**src/shared/switch_port_pkg.sv**
```systemverilog
// Constants, field positions and types shared by the switch port logic.
// Assumes one switch clock; all configuration arrives as plain bit fields.
package switch_port_pkg;
    // First port control field positions
    localparam int unsigned CTRL0_REM_BIT     = 1;
    localparam int unsigned CTRL0_INS_BIT     = 2;
    localparam int unsigned CTRL0_PORT_PRI_LO = 3;
    localparam int unsigned CTRL0_TAG_PRI_BIT = 5;
    // Third port control field positions
    localparam int unsigned CTRL2_LEARN_DIS   = 0;
    localparam int unsigned CTRL2_RX_EN       = 1;
    localparam int unsigned CTRL2_TX_EN       = 2;
    localparam int unsigned CTRL2_CEIL_BIT    = 7;
    // Default tag user priority field
    localparam int unsigned TAG_PRI_LO        = 13;
    // Port numbering (index 3 is the fourth, host port)
    localparam logic [1:0]  HOST_PORT         = 2'h3;
    localparam int unsigned NUM_PORTS         = 4;
    // Frame layout
    localparam logic [15:0] TPID              = 16'h8100;
    localparam logic [11:0] TAG_POS           = 12'h00C;
    localparam logic [11:0] TAG_LEN           = 12'h004;
    localparam logic [11:0] FCS_LEN           = 12'h004;
    localparam logic [11:0] CNT_MAX           = 12'hFFF;
    // Reflected CRC-32 of the frame check sequence
    localparam logic [31:0] CRC_INIT          = 32'hFFFFFFFF;
    localparam logic [31:0] CRC_POLY          = 32'hEDB88320;

    typedef enum logic [1:0] {
        Q_SINGLE,
        Q_TWO,
        Q_FOUR
    } qsplit_t;

    typedef enum logic [1:0] {
        S_RUN,
        S_INS,
        S_FCS
    } edit_state_t;
endpackage

```
**src/shared/qos_stp_if.sv**
```systemverilog
// Carrier between the port top, the classifier and the spanning tree gate.
// Assumes all signals are synchronous to the switch clock.
`timescale 1ns/100ps
interface qos_stp_if;
    // Configuration
    logic [3:0][7:0]  ctrl0;
    logic [3:0][7:0]  ctrl2;
    logic [3:0][15:0] def_tag;
    logic [15:0]      pri_map;
    logic [127:0]     dscp_map;
    logic [3:0]       dscp_en;
    // Classification request and result
    logic             req_valid;
    logic [1:0]       req_port;
    logic             req_tagged;
    logic [2:0]       req_upri;
    logic             req_ip;
    logic [5:0]       req_dscp;
    logic [1:0]       req_split;
    logic             res_valid;
    logic [1:0]       res_level;
    logic [1:0]       res_queue;
    // Spanning tree query and verdict
    logic [1:0]       rx_port;
    logic             rx_to_host;
    logic             rx_override;
    logic [1:0]       tx_port;
    logic             tx_from_host;
    logic             rx_accept;
    logic             rx_learn;
    logic             tx_allow;

    modport top (
        output ctrl0, ctrl2, def_tag, pri_map, dscp_map, dscp_en,
        output req_valid, req_port, req_tagged, req_upri, req_ip,
        output req_dscp, req_split,
        output rx_port, rx_to_host, rx_override, tx_port, tx_from_host,
        input  res_valid, res_level, res_queue,
        input  rx_accept, rx_learn, tx_allow
    );
    modport cls (
        input  ctrl0, ctrl2, def_tag, pri_map, dscp_map, dscp_en,
        input  req_valid, req_port, req_tagged, req_upri, req_ip,
        input  req_dscp, req_split,
        output res_valid, res_level, res_queue
    );
    modport gate (
        input  ctrl2, rx_port, rx_to_host, rx_override, tx_port,
        input  tx_from_host,
        output rx_accept, rx_learn, tx_allow
    );
endinterface

```
**src/logic/prio_classifier.sv**
```systemverilog
// Ingress priority classifier: port, tag and code point sources.
// Assumes a request is a one-cycle strobe; the result follows one cycle on.
`timescale 1ns/100ps
module prio_classifier (
    // Clock and reset
    input  wire logic clock_i,
    input  wire logic rst_i,
    // Carrier
    qos_stp_if.cls    bus
);
    typedef struct packed {
        logic       valid;
        logic [1:0] level;
        logic [1:0] queue;
    } cls_state_t;

    cls_state_t q;
    cls_state_t d;

    function automatic logic [1:0] max2(input logic [1:0] a,
                                        input logic [1:0] b);
        max2 = (a > b) ? a : b;
    endfunction

    logic [7:0]  c0;
    logic [7:0]  c2;
    logic [2:0]  dflt_pri;
    logic [2:0]  upri;
    logic [1:0]  lvl;

    always_comb begin
        c0       = bus.ctrl0[bus.req_port];
        c2       = bus.ctrl2[bus.req_port];
        dflt_pri = bus.def_tag[bus.req_port][switch_port_pkg::TAG_PRI_LO +: 3];
        upri     = bus.req_upri;
        // Ceiling clamps the tag priority before it is mapped
        if (c2[switch_port_pkg::CTRL2_CEIL_BIT] && (upri > dflt_pri)) begin
            upri = dflt_pri;
        end
        lvl = c0[switch_port_pkg::CTRL0_PORT_PRI_LO +: 2];
        // Disagreeing sources resolve to the highest level
        if (c0[switch_port_pkg::CTRL0_TAG_PRI_BIT]
            && bus.req_tagged) begin
            lvl = max2(lvl, bus.pri_map[{upri, 1'b0} +: 2]);
        end
        if (bus.dscp_en[bus.req_port] && bus.req_ip) begin
            lvl = max2(lvl, bus.dscp_map[{bus.req_dscp, 1'b0} +: 2]);
        end
        d       = q;
        d.valid = bus.req_valid;
        if (bus.req_valid) begin
            d.level = lvl;
            case (bus.req_split)
                switch_port_pkg::Q_FOUR: d.queue = lvl;
                switch_port_pkg::Q_TWO:  d.queue = {1'b0, lvl == 2'h3};
                default:                 d.queue = 2'h0;
            endcase
        end
    end

    always_ff @(posedge clock_i) begin
        if (rst_i) begin
            q <= '0;
        end else begin
            q <= d;
        end
    end

    assign bus.res_valid = q.valid;
    assign bus.res_level = q.level;
    assign bus.res_queue = q.queue;
endmodule

```
**src/logic/stp_gate.sv**
```systemverilog
// Spanning tree gate for the network ports; the host port is never gated.
// Assumes queries are steady for a cycle; verdicts are registered.
`timescale 1ns/100ps
module stp_gate (
    // Clock and reset
    input  wire logic clock_i,
    input  wire logic rst_i,
    // Carrier
    qos_stp_if.gate   bus
);
    typedef struct packed {
        logic rx_accept;
        logic rx_learn;
        logic tx_allow;
    } gate_state_t;

    gate_state_t q;
    gate_state_t d;
    logic [7:0]  rc;
    logic [7:0]  tc;

    always_comb begin
        rc = bus.ctrl2[bus.rx_port];
        tc = bus.ctrl2[bus.tx_port];
        d  = '0;
        if (bus.rx_port == switch_port_pkg::HOST_PORT) begin
            d.rx_accept = 1'b1;
            d.rx_learn  = 1'b1;
        end else if (rc[switch_port_pkg::CTRL2_RX_EN]) begin
            d.rx_accept = 1'b1;
            d.rx_learn  = !rc[switch_port_pkg::CTRL2_LEARN_DIS];
        end else if (!rc[switch_port_pkg::CTRL2_LEARN_DIS]) begin
            d.rx_accept = bus.rx_to_host;
            d.rx_learn  = 1'b1;
        end else begin
            // Disabled, blocking and listening share one setting
            d.rx_accept = bus.rx_to_host && bus.rx_override;
            d.rx_learn  = 1'b0;
        end
        if (bus.tx_port == switch_port_pkg::HOST_PORT) begin
            d.tx_allow = 1'b1;
        end else if (tc[switch_port_pkg::CTRL2_TX_EN]) begin
            d.tx_allow = 1'b1;
        end else begin
            // Only host frames may go out to disabled and blocking ports
            d.tx_allow = bus.tx_from_host;
        end
    end

    always_ff @(posedge clock_i) begin
        if (rst_i) begin
            q <= '0;
        end else begin
            q <= d;
        end
    end

    assign bus.rx_accept = q.rx_accept;
    assign bus.rx_learn  = q.rx_learn;
    assign bus.tx_allow  = q.tx_allow;
endmodule

```
**src/logic/switch_port_top.sv**
```systemverilog
// Per-port packet handling: ingress classification, spanning tree gating
// and egress tag insertion or removal with frame check recompute.
// Assumes byte streams carry the full frame including its check sequence.
`timescale 1ns/100ps
module switch_port_top (
    // Clock and reset
    input  wire logic             clock_i,
    input  wire logic             rst_i,
    // Per-port configuration and shared priority maps
    input  wire logic [3:0][7:0]  ctrl0_i,
    input  wire logic [3:0][7:0]  ctrl2_i,
    input  wire logic [3:0][15:0] def_tag_i,
    input  wire logic [15:0]      pri_map_i,
    input  wire logic [127:0]     dscp_map_i,
    input  wire logic [3:0]       dscp_en_i,
    // Ingress classification request
    input  wire logic             cls_valid_i,
    input  wire logic [1:0]       cls_port_i,
    input  wire logic             cls_tagged_i,
    input  wire logic [2:0]       cls_upri_i,
    input  wire logic             cls_ip_i,
    input  wire logic [5:0]       cls_dscp_i,
    input  wire logic [1:0]       cls_split_i,
    // Classification result
    output logic                  cls_valid_o,
    output logic [1:0]            cls_level_o,
    output logic [1:0]            cls_queue_o,
    // Spanning tree query
    input  wire logic [1:0]       stp_rx_port_i,
    input  wire logic             stp_rx_to_host_i,
    input  wire logic             stp_rx_override_i,
    input  wire logic [1:0]       stp_tx_port_i,
    input  wire logic             stp_tx_from_host_i,
    // Spanning tree verdict
    output logic                  stp_rx_accept_o,
    output logic                  stp_rx_learn_o,
    output logic                  stp_tx_allow_o,
    // Egress port setup
    input  wire logic [1:0]       eg_port_i,
    input  wire logic [3:0]       eg_ins_mask_i,
    // Egress frame in
    input  wire logic             eg_in_valid_i,
    output logic                  eg_in_ready_o,
    input  wire logic [7:0]       eg_in_data_i,
    input  wire logic             eg_in_last_i,
    input  wire logic [1:0]       eg_in_src_i,
    input  wire logic             eg_in_tagged_i,
    // Egress frame out
    output logic                  eg_out_valid_o,
    input  wire logic             eg_out_ready_i,
    output logic [7:0]            eg_out_data_o,
    output logic                  eg_out_last_o
);
    qos_stp_if bus ();

    assign bus.ctrl0        = ctrl0_i;
    assign bus.ctrl2        = ctrl2_i;
    assign bus.def_tag      = def_tag_i;
    assign bus.pri_map      = pri_map_i;
    assign bus.dscp_map     = dscp_map_i;
    assign bus.dscp_en      = dscp_en_i;
    assign bus.req_valid    = cls_valid_i;
    assign bus.req_port     = cls_port_i;
    assign bus.req_tagged   = cls_tagged_i;
    assign bus.req_upri     = cls_upri_i;
    assign bus.req_ip       = cls_ip_i;
    assign bus.req_dscp     = cls_dscp_i;
    assign bus.req_split    = cls_split_i;
    assign bus.rx_port      = stp_rx_port_i;
    assign bus.rx_to_host   = stp_rx_to_host_i;
    assign bus.rx_override  = stp_rx_override_i;
    assign bus.tx_port      = stp_tx_port_i;
    assign bus.tx_from_host = stp_tx_from_host_i;

    assign cls_valid_o     = bus.res_valid;
    assign cls_level_o     = bus.res_level;
    assign cls_queue_o     = bus.res_queue;
    assign stp_rx_accept_o = bus.rx_accept;
    assign stp_rx_learn_o  = bus.rx_learn;
    assign stp_tx_allow_o  = bus.tx_allow;

    prio_classifier u_cls (
        .clock_i (clock_i),
        .rst_i   (rst_i),
        .bus     (bus.cls)
    );

    stp_gate u_stp (
        .clock_i (clock_i),
        .rst_i   (rst_i),
        .bus     (bus.gate)
    );

    // Egress tag editor
    typedef struct packed {
        switch_port_pkg::edit_state_t st;
        logic [11:0]                  cnt;
        logic [1:0]                   k;
        logic [3:0][7:0]              dly;
        logic [31:0]                  crc;
        logic                         ins;
        logic                         rem;
        logic [15:0]                  tag;
        logic                         ov;
        logic [7:0]                   od;
        logic                         ol;
    } edit_t;

    edit_t q;
    edit_t d;

    function automatic logic [31:0] crc_byte(input logic [31:0] c,
                                             input logic [7:0]  b);
        logic [31:0] r;
        r = c;
        for (int i = 0; i < 8; i++) begin
            if (r[0] ^ b[i]) begin
                r = (r >> 1) ^ switch_port_pkg::CRC_POLY;
            end else begin
                r = r >> 1;
            end
        end
        crc_byte = r;
    endfunction

    logic        can_load;
    logic        take;
    logic [11:0] pos;
    logic [7:0]  old;
    logic [7:0]  c0e;
    logic [31:0] fcs;
    logic        drop;

    // Output register frees when it is empty or being taken downstream
    assign can_load = !q.ov || eg_out_ready_i;
    assign eg_in_ready_o = (q.st == switch_port_pkg::S_RUN) && can_load;
    assign take = eg_in_valid_i && eg_in_ready_o;
    assign pos  = q.cnt - switch_port_pkg::FCS_LEN;
    assign old  = q.dly[3];
    assign c0e  = ctrl0_i[eg_port_i];
    assign fcs  = ~q.crc;
    assign drop = q.rem && (pos >= switch_port_pkg::TAG_POS)
                  && (pos < switch_port_pkg::TAG_POS
                            + switch_port_pkg::TAG_LEN);

    always_comb begin
        d = q;
        if (eg_out_ready_i) begin
            d.ov = 1'b0;
        end
        case (q.st)
            switch_port_pkg::S_RUN: begin
                if (take) begin
                    d.dly = {q.dly[2:0], eg_in_data_i};
                    if (q.cnt != switch_port_pkg::CNT_MAX) begin
                        d.cnt = q.cnt + 12'h001;
                    end
                    if (q.cnt == 12'h000) begin
                        d.crc = switch_port_pkg::CRC_INIT;
                        d.ins = c0e[switch_port_pkg::CTRL0_INS_BIT]
                                && !eg_in_tagged_i
                                && eg_ins_mask_i[eg_in_src_i];
                        d.rem = c0e[switch_port_pkg::CTRL0_REM_BIT]
                                && eg_in_tagged_i;
                        d.tag = def_tag_i[eg_in_src_i];
                    end
                    // The four newest bytes are held back as a possible FCS
                    if (q.cnt >= switch_port_pkg::FCS_LEN && !drop) begin
                        d.ov  = 1'b1;
                        d.od  = old;
                        d.ol  = 1'b0;
                        d.crc = crc_byte(q.crc, old);
                    end
                    if (eg_in_last_i) begin
                        d.st = switch_port_pkg::S_FCS;
                        d.k  = 2'h0;
                    end else if (q.ins && q.cnt >= switch_port_pkg::FCS_LEN
                                 && pos == switch_port_pkg::TAG_POS
                                           - 12'h001) begin
                        d.st = switch_port_pkg::S_INS;
                        d.k  = 2'h0;
                    end
                end
            end
            switch_port_pkg::S_INS: begin
                if (can_load) begin
                    d.ov = 1'b1;
                    d.ol = 1'b0;
                    case (q.k)
                        2'h0:    d.od = switch_port_pkg::TPID[15:8];
                        2'h1:    d.od = switch_port_pkg::TPID[7:0];
                        2'h2:    d.od = q.tag[15:8];
                        default: d.od = q.tag[7:0];
                    endcase
                    d.crc = crc_byte(q.crc, d.od);
                    d.k   = q.k + 2'h1;
                    if (q.k == 2'h3) begin
                        d.st = switch_port_pkg::S_RUN;
                    end
                end
            end
            switch_port_pkg::S_FCS: begin
                if (can_load) begin
                    d.ov = 1'b1;
                    d.ol = (q.k == 2'h3);
                    // Untouched frames keep their own FCS so errors survive
                    if (q.ins || q.rem) begin
                        d.od = fcs[{q.k, 3'h0} +: 8];
                    end else begin
                        d.od = q.dly[2'h3 - q.k];
                    end
                    d.k = q.k + 2'h1;
                    if (q.k == 2'h3) begin
                        d.st  = switch_port_pkg::S_RUN;
                        d.cnt = 12'h000;
                        d.ins = 1'b0;
                        d.rem = 1'b0;
                    end
                end
            end
            default: begin
                d.st = switch_port_pkg::S_RUN;
            end
        endcase
    end

    always_ff @(posedge clock_i) begin
        if (rst_i) begin
            q <= '0;
        end else begin
            q <= d;
        end
    end

    assign eg_out_valid_o = q.ov;
    assign eg_out_data_o  = q.od;
    assign eg_out_last_o  = q.ol;
endmodule

```
**config.mk**
```make
export PLATFORM = sky130hd
export DESIGN_NAME = switch_port_top
export DESIGN_NICKNAME = d
export VERILOG_FILES = /design/src/shared/switch_port_pkg.sv /design/src/shared/qos_stp_if.sv /design/src/logic/prio_classifier.sv /design/src/logic/stp_gate.sv /design/src/logic/switch_port_top.sv
export SDC_FILE = /design/constraint.sdc
export NUM_CORES = 1
export LEC_CHECK = 0
export ABC_AREA = 1
export BUFFER_PORTS_ARGS = -buffer_cell sky130_fd_sc_hd__buf_4
export CAP_MARGIN = 20
export CORE_MARGIN = 8
export CORE_UTILIZATION = 40
export DETAILED_ROUTE_END_ITERATION = 10
export PLACE_DENSITY_LB_ADDON = 0.12
export REMOVE_ABC_BUFFERS = 1
export SYNTH_ARGS = -nofsm -noshare
export SYNTH_HDL_FRONTEND = slang
export SYNTH_HIERARCHICAL = 1
export SYNTH_SLANG_ARGS = --single-unit
```
**constraint.sdc**
```tcl
create_clock -name clock_i -period 4.7 [get_ports clock_i]
set_input_delay 0.47 -clock clock_i [delete_from_list [all_inputs] [get_ports clock_i]]
set_output_delay 0.47 -clock clock_i [all_outputs]
set_load 0.1 [all_outputs]
```
# Word-level counts from Yosys, hierarchy flattened
# Index checks and enable logic that the tools add are counted.
[totals]
regBits = 116
latch_bits = 0
ramBits = 0
romBits = 0
inputBits = 321
n_memories = 0
[op_classes]
n_addsub = 4
n_mul = 0
n_div = 0
order_cmp = 12
n_eq_ne = 22
shift = 3
mux = 110
n_bitwise = 32
reduce_logical = 34
[op_table]
columns = ["op", "n"]
rows = [
  ["32-bit 2-to-1 mux", 53],
  ["13-bit inverter with 14-bit output", 15],
  ["128-bit by 8-bit indexed part select with 2-bit output", 1],
  ["108-bit 2-to-1 mux", 1],
  ["8-bit binary-select mux with 2-bit select", 6],
  ["16-bit binary-select mux with 2-bit select", 2],
  ["32-bit one-hot mux with 2 select lines", 1],
  ["50-bit 2-to-1 mux", 1],
  ["16-bit 2-to-1 mux", 3],
  ["8-bit 2-to-1 mux", 5],
  ["32-bit inverter", 1],
  ["32-bit by 6-bit indexed part select with 8-bit output", 1],
  ["10-bit 2-to-1 mux", 3],
  ["2-bit 2-to-1 mux", 15],
  ["10-bit one-hot mux with 3 select lines", 1],
  ["12-bit one-hot mux with 2 select lines", 1],
  ["8-bit one-hot mux with 3 select lines", 1],
  ["5-bit AND reduction", 4],
  ["2-bit by 3-bit less-than comparator with 1-bit output, second input constant", 6],
  ["16-bit by 5-bit indexed part select with 2-bit output", 1],
  ["1-bit bitwise XOR", 16],
  ["2-bit == test, second input constant", 7],
  ["1-bit logical AND", 14],
  ["14-bit 2-to-1 mux", 1],
  ["33 further kinds", 57],
]

# Depth between registers and ports, before layout
# Gate-level depths: netlist of run 1.
[depth]
word_depth = 44
depth_mapped = 35

# Modules after synthesis
# Netlist of run 1, hierarchy kept.
[by_module_without_submodules]
columns = ["module", "instances", "cells_per_inst", "area_per_inst_um2", "seq_area_each_um2"]
rows = [
  ["switch_port_top", 1, 1376, 8280.4, 2162.1],
  ["prio_classifier", 1, 446, 2312.2, 100.1],
  ["stp_gate", 1, 32, 205.2, 60.1],
]

# Worst setup path before layout of run 1
# OpenSTA, ideal clock, no wires.
[synth_timing]
path_kind = "input -> register"
start = "input cls_port_i[0]"
end = "register u_cls.q, in the netlist u_cls/bus.res_queue[0]"
arrival_time_ns = 3.937
t_required_ns = 4.633
path_slack_ns = 0.696
cell_stages = 30
path_cell_list = "buf_6 -> inv_8 -> buf_8 -> nor2_1 -> o22a_1 -> ha_1 -> nand2_1 -> nor2_1 -> nor2_1 -> nor2_2 -> nand2_4 -> o21ai_2 -> nand3_1 -> nand2_1 -> a31oi_1 -> a31oi_1 -> ha_1 -> nor2_1 -> nor2_1 -> a21oi_1 -> o21ai_0 -> a21boi_0 -> ha_1 -> a21oi_1 -> nor2_1 -> nand3_1 -> nand2_1 -> inv_1 -> nand3_1 -> a21oi_2"
[synth_between]
elab_chain_len = 14
elab_cells_between_ends = 22
[synth_rtl]
columns = ["item", "line", "text"]
rows = [
  ["from (decl)", "switch_port_top.sv:18", "input wire logic [1:0] cls_port_i,"],
  ["16-bit binary-select mux with 2-bit select", "prio_classifier.sv:34", "dflt_pri = bus.def_tag[bus.req_port][switch_port_pkg::TAG_PRI_LO +: 3];"],
  ["16-bit 2-to-1 mux (not written as such)", "prio_classifier.sv:34", ""],
  ["3-bit greater-than comparator", "prio_classifier.sv:37", "if (c2[switch_port_pkg::CTRL2_CEIL_BIT] && (upri > dflt_pri)) begin"],
  ["1-bit logical AND", "prio_classifier.sv:37", ""],
  ["3-bit 2-to-1 mux", "prio_classifier.sv:37", ""],
  ["16-bit by 5-bit indexed part select with 2-bit output", "prio_classifier.sv:44", "lvl = max2(lvl, bus.pri_map[{upri, 1'b0} +: 2]);"],
  ["2-bit greater-than comparator", "prio_classifier.sv:22", "max2 = (a > b) ? a : b;"],
  ["2-bit 2-to-1 mux", "prio_classifier.sv:22", ""],
  ["2-bit 2-to-1 mux", "prio_classifier.sv:42", "if (c0[switch_port_pkg::CTRL0_TAG_PRI_BIT]"],
  ["2-bit greater-than comparator", "prio_classifier.sv:22", ""],
  ["2-bit 2-to-1 mux", "prio_classifier.sv:22", ""],
  ["2-bit 2-to-1 mux *", "prio_classifier.sv:46", "if (bus.dscp_en[bus.req_port] && bus.req_ip) begin"],
  ["2-bit == test", "prio_classifier.sv:55", "switch_port_pkg::Q_TWO: d.queue = {1'b0, lvl == 2'h3};"],
  ["2-bit one-hot mux with 2 select lines *", "prio_classifier.sv:53", "case (bus.req_split)"],
  ["to (signal assigned)", "prio_classifier.sv:63", "q <= '0;"],
  ["to (signal assigned)", "prio_classifier.sv:65", "q <= d;"],
  ["to (decl)", "prio_classifier.sv:17", "cls_state_t q;"],
]
# Every way passes the cells marked *; elsewhere a longest branch is shown, timed or not. The select of a mux whose other input is x is not followed.
# A chain may end at the register's enable or synchronous reset.

# Worst setup path in the final report of run 1
# Ends and elaborated chain as after synthesis.

==> results of run 1 <==
power by group:
part | internal, mW | switching (mW)
Sequential | 1.26 | 0.300
Combinational | 1.55 | 3.11
Clock | 0.907 | 0.534
Total | 3.72 | 3.95
flip-flops by register name, indices dropped and copies added, names as in the netlist, 2 cells and up:
signal,cells
q,90
eg_out_data_o,8
old,8
u_cls/bus.res_level,2
u_cls/bus.res_queue,2
layout make-up:
type / count / area share (%)
flip-flops and latches: 116 / 16.75
multi-input cells: 1503 / 53.80
clock buffers: 18 / 3.168
repair buffers: 331 / 17.92
inverters: 140 / 3.845
clock inverters: 14 / 1.435
well taps: 341 / 3.078
synth_stat cells, types with 8 or more instances:
| cell | instances | area share, % |
|---|---|---|
| buf_4 | 13 | 0.90 |
| buf_2 | 21 | 0.97 |
| o21ai_0 | 242 | 11 |
| inv_2 | 12 | 0.42 |
| o22ai_1 | 31 | 1.8 |
| ha_1 | 21 | 2.4 |
| nand3_1 | 179 | 8.3 |
| a31oi_1 | 11 | 0.64 |
| xor2_1 | 50 | 4.1 |
| nand3_2 | 8 | 0.74 |
| dfxtp_1 | 116 | 22 |
| a21oi_1 | 120 | 5.6 |
| xnor2_1 | 12 | 0.97 |
| nand2_1 | 459 | 16 |
| nand2_2 | 16 | 0.93 |
| inv_1 | 126 | 4.4 |
| nand4_1 | 8 | 0.46 |
| o221ai_1 | 10 | 0.81 |
| clkbuf_1 | 52 | 1.8 |
| o211ai_1 | 9 | 0.63 |
| nor2_1 | 266 | 9.2 |
how the worst max path moves through the flow:
stage / startpoint / to / slack [ns] / cells past startpoint
3_3_place_gp: cls_port_i[0] / u_cls/bus.res_queue[0] / 0.22 / 31
5_1_grt: cls_port_i[0] / u_cls/bus.res_queue[0] / 0.08 / 33
2_1_floorplan: cls_port_i[1] / u_cls/bus.res_queue[0] / 0.86 / 28
3_5_place_dp: cls_port_i[0] / u_cls/bus.res_queue[0] / 0.13 / 32
4_1_cts: cls_port_i[0] / u_cls/bus.res_queue[0] / 0.58 / 32
6_report: cls_port_i[0] / u_cls/bus.res_queue[0] / 0.57 / 32
per-layer routing:
metal  vias up  wire length [um]
li1       6646                 -
met1      6088             19460
met2       561             21970
met3        71              3825
met4         0              1107
met5         -                 0
cells by family (layout without fill, tap and decap cells):
| family | after synthesis | in the layout |
|---|---|---|
| xor+xnor | 67 | 67 |
| fa+ha+maj | 21 | 21 |
| simple gates | 964 | 964 |
| compound gates | 451 | 451 |
| flops | 116 | 116 |
| buf+inv | 235 | 503 |
worst reg2reg max path, stage by stage (launching register included):
cell,delay [ns]
dfxtp_1,0.79
inv_1,0.26
ha_1,0.42
nand2_1,0.13
nand2_1,0.18
nand2_1,0.15
nand2_1,0.06
nand2_1,0.16
nand2_1,0.07
nand2_1,0.25
nand2_1,0.13
nand2_2,0.17
inv_2,0.08
nand2_1,0.14
nand2_1,0.07
nand2_1,0.07
nand2_1,0.04
nor2_1,0.08
nor2_1,0.04
stage by stage:
step | instances | instance area, sq um | util (%) | hold WS [ns]
finish | 2463 | 13860 | 51.87 | 0.2604
CTS | 2463 | 13860 | 51.87 | 0.2518
global placement | 2431 | 13230 | 49.49 | 0.4441
floorplan | 1759 | 10310 | - | 0.4313
global route | 2463 | 13860 | 51.87 | 0.2654
detailed placement | 2431 | 13230 | 49.49 | 0.4506
==> reports/summary.txt, run 1 <==
pwr/cell area -> 553.0 mW/mm^2
first-pass GRT wire length -> 71.24 mm
worst path arrival time -> 4.43 ns
Hold Path Depth -> 3
via/cell ratio -> 5.427
CTS resizes -> 0
Final Hold Viols -> 0
Yosys reg bits -> 116
status -> completed
XOR/XNOR share of the synthesized area -> 5.840%
via count -> 13370
RR Startpoint -> q[92]
Max transition margin -> 35.07%
Reg2Reg Setup Slack -> 1.30 ns
post-synthesis cell type count -> 50
fill count -> 2778
Chip Width -> 180.3 um
post-synthesis adder-cell area fraction -> 2.433%
Final #Nets -> 2451
Setup WS pre-CTS -> 0.1280 ns
post-route setup slack -> 0.5739 ns
Initial Util -> 40.40%
Reg area -> 0.002322 sq mm
Hold Crit Class -> input port to flip-flop
Initial DRT Pass Iterations -> 8
Worst Path Buf+Inv -> 5
HP Start -> eg_in_data_i[7]
crit path time final -> 4.126 ns
mux share of post-synthesis cell area -> 0%
DP HPWL -> 35.53 mm
simple-gate share of the synthesized area -> 37.90%
main combinational cell family by area after synthesis -> simple AND/OR/NAND/NOR gates
later-pin clock latency in the skew report -> 0.44 ns
Syn Inst Count -> 1854
leading cell type in the layout, fill and taps excluded -> nand2_1
Setup CP Type -> input port to flip-flop
critical path startpoint category -> input port
Detail Route Antenna Nets -> 0
number of synthesized flops with an enable pin -> 0
final WL -> 46.36 mm
Clock Sinks -> 116
routing usage on met2 -> 45.81%
clock skew -> 0.01454 ns
fin. max-slew vios -> 0
Mapped Avg Cell Area -> 5.824 sq um
largest net degree at the start of global routing -> 67
hold endpoint -> q[67]
Worst Reg-to-Reg Cells -> 18
P_leak -> 6.612 nW
RSZ-0062 raised after global routing -> no
number of hold buffers added after cts -> 0
1st-iter DRT viols -> 1172
Clock transition at path regs -> 0.06 ns
core area -> 0.02673 sq mm
ant diodes -> 0
die area -> 0.03251 sq mm
ys async rst share -> 0%
Clk Tree Root Cell -> clkbuf_16
setup_tns -> 0 ns
Reg-to-Reg End -> q[51]
Rows -> 60
DR WL/cell -> 18.82 um
Mapped Area -> 0.01080 sq mm
Top delay family on crit path -> simple AND/OR/NAND/NOR gates
IO Pins -> 340
CTS tree -> built
met3 Track Usage GR -> 6.875%
highest-count cells in the layout ignoring fill and taps -> 459 x nand2_1, 331 x buf_4, 266 x nor2_1
Multi-input gate area -> 0.007458 sq mm
# DRC -> 0
critical path capture point type -> flip-flop
synth warn -> 6
fin crit share -> 87.79%
die height -> 180.3 um
H-tree depth -> 4
post-CTS setup buffer count -> 0
GRT Max-Usage Layer -> met2
worst slew pin tran -> 0.9726 ns
final setup violation count -> 0
Area growth syn-to-layout -> 28.39%
vias in the first global route -> 12760
port bufs -> 309
Crit path largest cell delay -> 0.31 ns
max_cap viols -> 0
slowest cell on the critical path -> ha_1
initial antenna violation count -> 0
required time of the critical path -> 5.00 ns
GPL Wtd Cong -> 0.9130
Compound-Gate Fraction of Synth Area -> 22.90%
top_reg_cell synth -> dfxtp_1
total grt overflow -> 0
met1 Track Usage GR -> 33.49%
Total Power -> 7.667 mW
CTS Buf Count -> 17
Fmax achieved -> 0.2424 GHz
register area share after synthesis -> 21.51%
Max clock buf depth -> 2
layout cells sized above 1 -> 20.69%
VDD IR-drop max -> 319.3 uV
All-Layer GR Usage -> 27.17%
crit-path max FO -> 19
Note: power is estimated with default switching activity, not from simulation.
==> inputs of run 2 (changes only) <==
CORE_MARGIN = not set   (was 8)
CTS_CLUSTER_DIAMETER = 40   (was not set)
clock period = 4 ns   (was 4.7 ns; I/O delays follow)
==> run 2 against run 1 <==
Compared with the run above:
- combinational power up 19%
- die area shrank 15%
- critical path depth unchanged
- sequential cell count unchanged
- setup slack lost 0.37 ns
- clock-buffer cell count increased by 1
- highest routed layer unchanged
- power is 18% higher
- largest power group unchanged
- sequential power is 15% higher
- utilization is 1.7 points higher
- non-clock buffer count rose by 23
- register-to-register slack worse by 0.44 ns
==> reports/summary.txt, run 2 (synthesized netlist as in run 1, its figures left out) <==
fin. max-slew vios -> 0 (unchanged)
Final #Nets -> 2474 (was 2451)
max FFs per register -> 90 (unchanged)
leading cell type in the layout, fill and taps excluded -> nand2_1 (unchanged)
Clk Tree Root Cell -> clkbuf_16 (unchanged)
Top delay family on crit path -> simple AND/OR/NAND/NOR gates (unchanged)
CTS Buf Count -> 17 (unchanged)
pwr/cell area -> 643.8 mW/mm^2 (was 553.0 mW/mm^2)
die area -> 0.02766 sq mm (was 0.03251 sq mm)
port bufs -> 309 (unchanged)
Max transition margin -> 29.26% (was 35.07%)
largest net degree at the start of global routing -> 69 (was 67)
Clock Sinks -> 116 (unchanged)
fill count -> 2722 (was 2778)
Largest Register -> q (unchanged)
critical path startpoint category -> input port (unchanged)
VDD IR-drop max -> 408.9 uV (was 319.3 uV)
Clock transition at path regs -> 0.06 ns (about the same)
via/cell ratio -> 5.496 (was 5.427)
DR WL/cell -> 18.47 um (was 18.82 um)
routed wl met2 -> 20.65 mm (was 21.97 mm)
setup_tns -> 0 ns (unchanged)
Multi-input gate area -> 0.007481 sq mm (was 0.007458 sq mm)
GPL Wtd Cong -> 0.9864 (was 0.9130)
die height -> 166.3 um (was 180.3 um)
number of hold buffers added after cts -> 0 (unchanged)
core area -> 0.02628 sq mm (was 0.02673 sq mm)
CTS tree -> built (unchanged)
Chip Width -> 166.3 um (was 180.3 um)
Worst Path Buf+Inv -> 2 (was 5)
wire length on met3 -> 4.373 mm (was 3.825 mm)
# DRC -> 0 (unchanged)
Initial DRT Pass Iterations -> 5 (was 8)
worst path arrival time -> 4.15 ns (was 4.43 ns)
initial antenna violation count -> 2 (was 0)
DR top layer -> met4 (unchanged)
fin area -> 0.01408 sq mm (was 0.01386 sq mm)
DP HPWL -> 35.43 mm (was 35.53 mm)
clock skew -> 0.01068 ns (was 0.01454 ns)
required time of the critical path -> 4.36 ns (was 5.00 ns)
crit-path max FO -> 8 (was 19)
fin crit share -> 94.78%
max_cap viols -> 0 (unchanged)
Max clock buf depth -> 2 (unchanged)
slowest cell on the critical path -> ha_1 (unchanged)
IO Pins -> 340 (unchanged)
P_leak -> 6.737 nW (was 6.612 nW)
final WL -> 45.85 mm (was 46.36 mm)
most used cell, CP -> nor2_1
layout cells sized above 1 -> 21.72% (was 20.69%)
total grt overflow -> 0 (unchanged)
Met1 Routed Length -> 19.40 mm (was 19.46 mm)
final setup violation count -> 0 (unchanged)
Hold Crit Class -> input port to flip-flop (unchanged)
Setup CP Type -> input port to flip-flop (unchanged)
Area growth syn-to-layout -> 30.38% (was 28.39%)
1st-iter DRT viols -> 1185 (was 1172)
All-Layer GR Usage -> 32.47% (was 27.17%)
Final Hold Viols -> 0 (unchanged)
Rows -> 59 (was 60)
critical path capture point type -> flip-flop (unchanged)
vias in the first global route -> 12860 (was 12760)
crit path time final -> 3.791 ns
H-tree depth -> 4 (unchanged)
highest-count cells in the layout ignoring fill and taps -> 459 x nand2_1, 353 x buf_4, 266 x nor2_1 (was 459 x nand2_1, 331 x buf_4, 266 x nor2_1)
worst slew pin tran -> 1.061 ns (was 0.9726 ns)
Fmax achieved -> 0.2638 GHz
Crit path largest cell delay -> 0.30 ns (was 0.31 ns)
Detail Route Antenna Nets -> 0 (unchanged)
Initial Util -> 41.09% (was 40.40%)
via count -> 13640 (was 13370)
Reg area -> 0.002322 sq mm (unchanged)
status -> completed (unchanged)
first-pass GRT wire length -> 70.41 mm (was 71.24 mm)
area post-placement -> 0.01340 sq mm (was 0.01323 sq mm)
later-pin clock latency in the skew report -> 0.43 ns (was 0.44 ns)
run 2: metrics by stage:
step           power, mW  cells  util [%]  setup WS, ns  hold WS, ns
2_1_floorplan      5.473   1759         -        0.2317       0.4313
3_3_place_gp       7.150   2447     50.97       -0.1045       0.4426
3_5_place_dp       7.223   2447     50.97       -0.2082       0.4506
4_1_cts            8.948   2479     53.44        0.2222       0.1967
5_1_grt            9.766   2482     53.57     -0.001329       0.2082
6_report           9.063   2482     53.57        0.2089       0.1980
run 2: per-layer routing:
metal	GRT usage (%)	up-vias
met4	12.12	0
met3	8.508	97
met5	0	-
met1	41.48	6236
li1	-	6688
met2	52.36	619
run 2: what timing repair did:
action / 4_1_cts / 5_1_grt
resized for setup: 0 / 7
buffers inserted: 0 / 1
setup endpoints to repair: 0 / 2
run 2: path summary, 6_finish.rpt:
kind	start	end	slack (ns)	cells after the start
worst max-delay path	cls_port_i[0]	u_cls/bus.res_queue[0]	0.21	32
worst min-delay path	eg_in_data_i[5]	q[65]	0.20	3
worst max register to register	q[92]	q[51]	0.86	20
worst min register to register	q[16]	q[16]	0.46	2
run 2: tightest hold or removal path: cells and delay by family:
family / cells / cell delay [ns]
simple gates: 2 / 0.11
buf+inv: 1 / 0.08
run 2: layout make-up:
class                   count  share of cell area [%]
diodes                      2                 0.03555
well taps                 335                   2.977
inverters                 140                   3.786
multi-input cells        1503                   53.14
flip-flops and latches    116                   16.49
repair buffers            354                   18.97
clock inverters            13                   1.386
clock buffers              19                   3.217
run 2: power breakdown:
part,switching [mW],internal [mW]
clock network,0.614,1.09
logic,3.70,1.86
registers,0.317,1.48
total,4.64,4.43
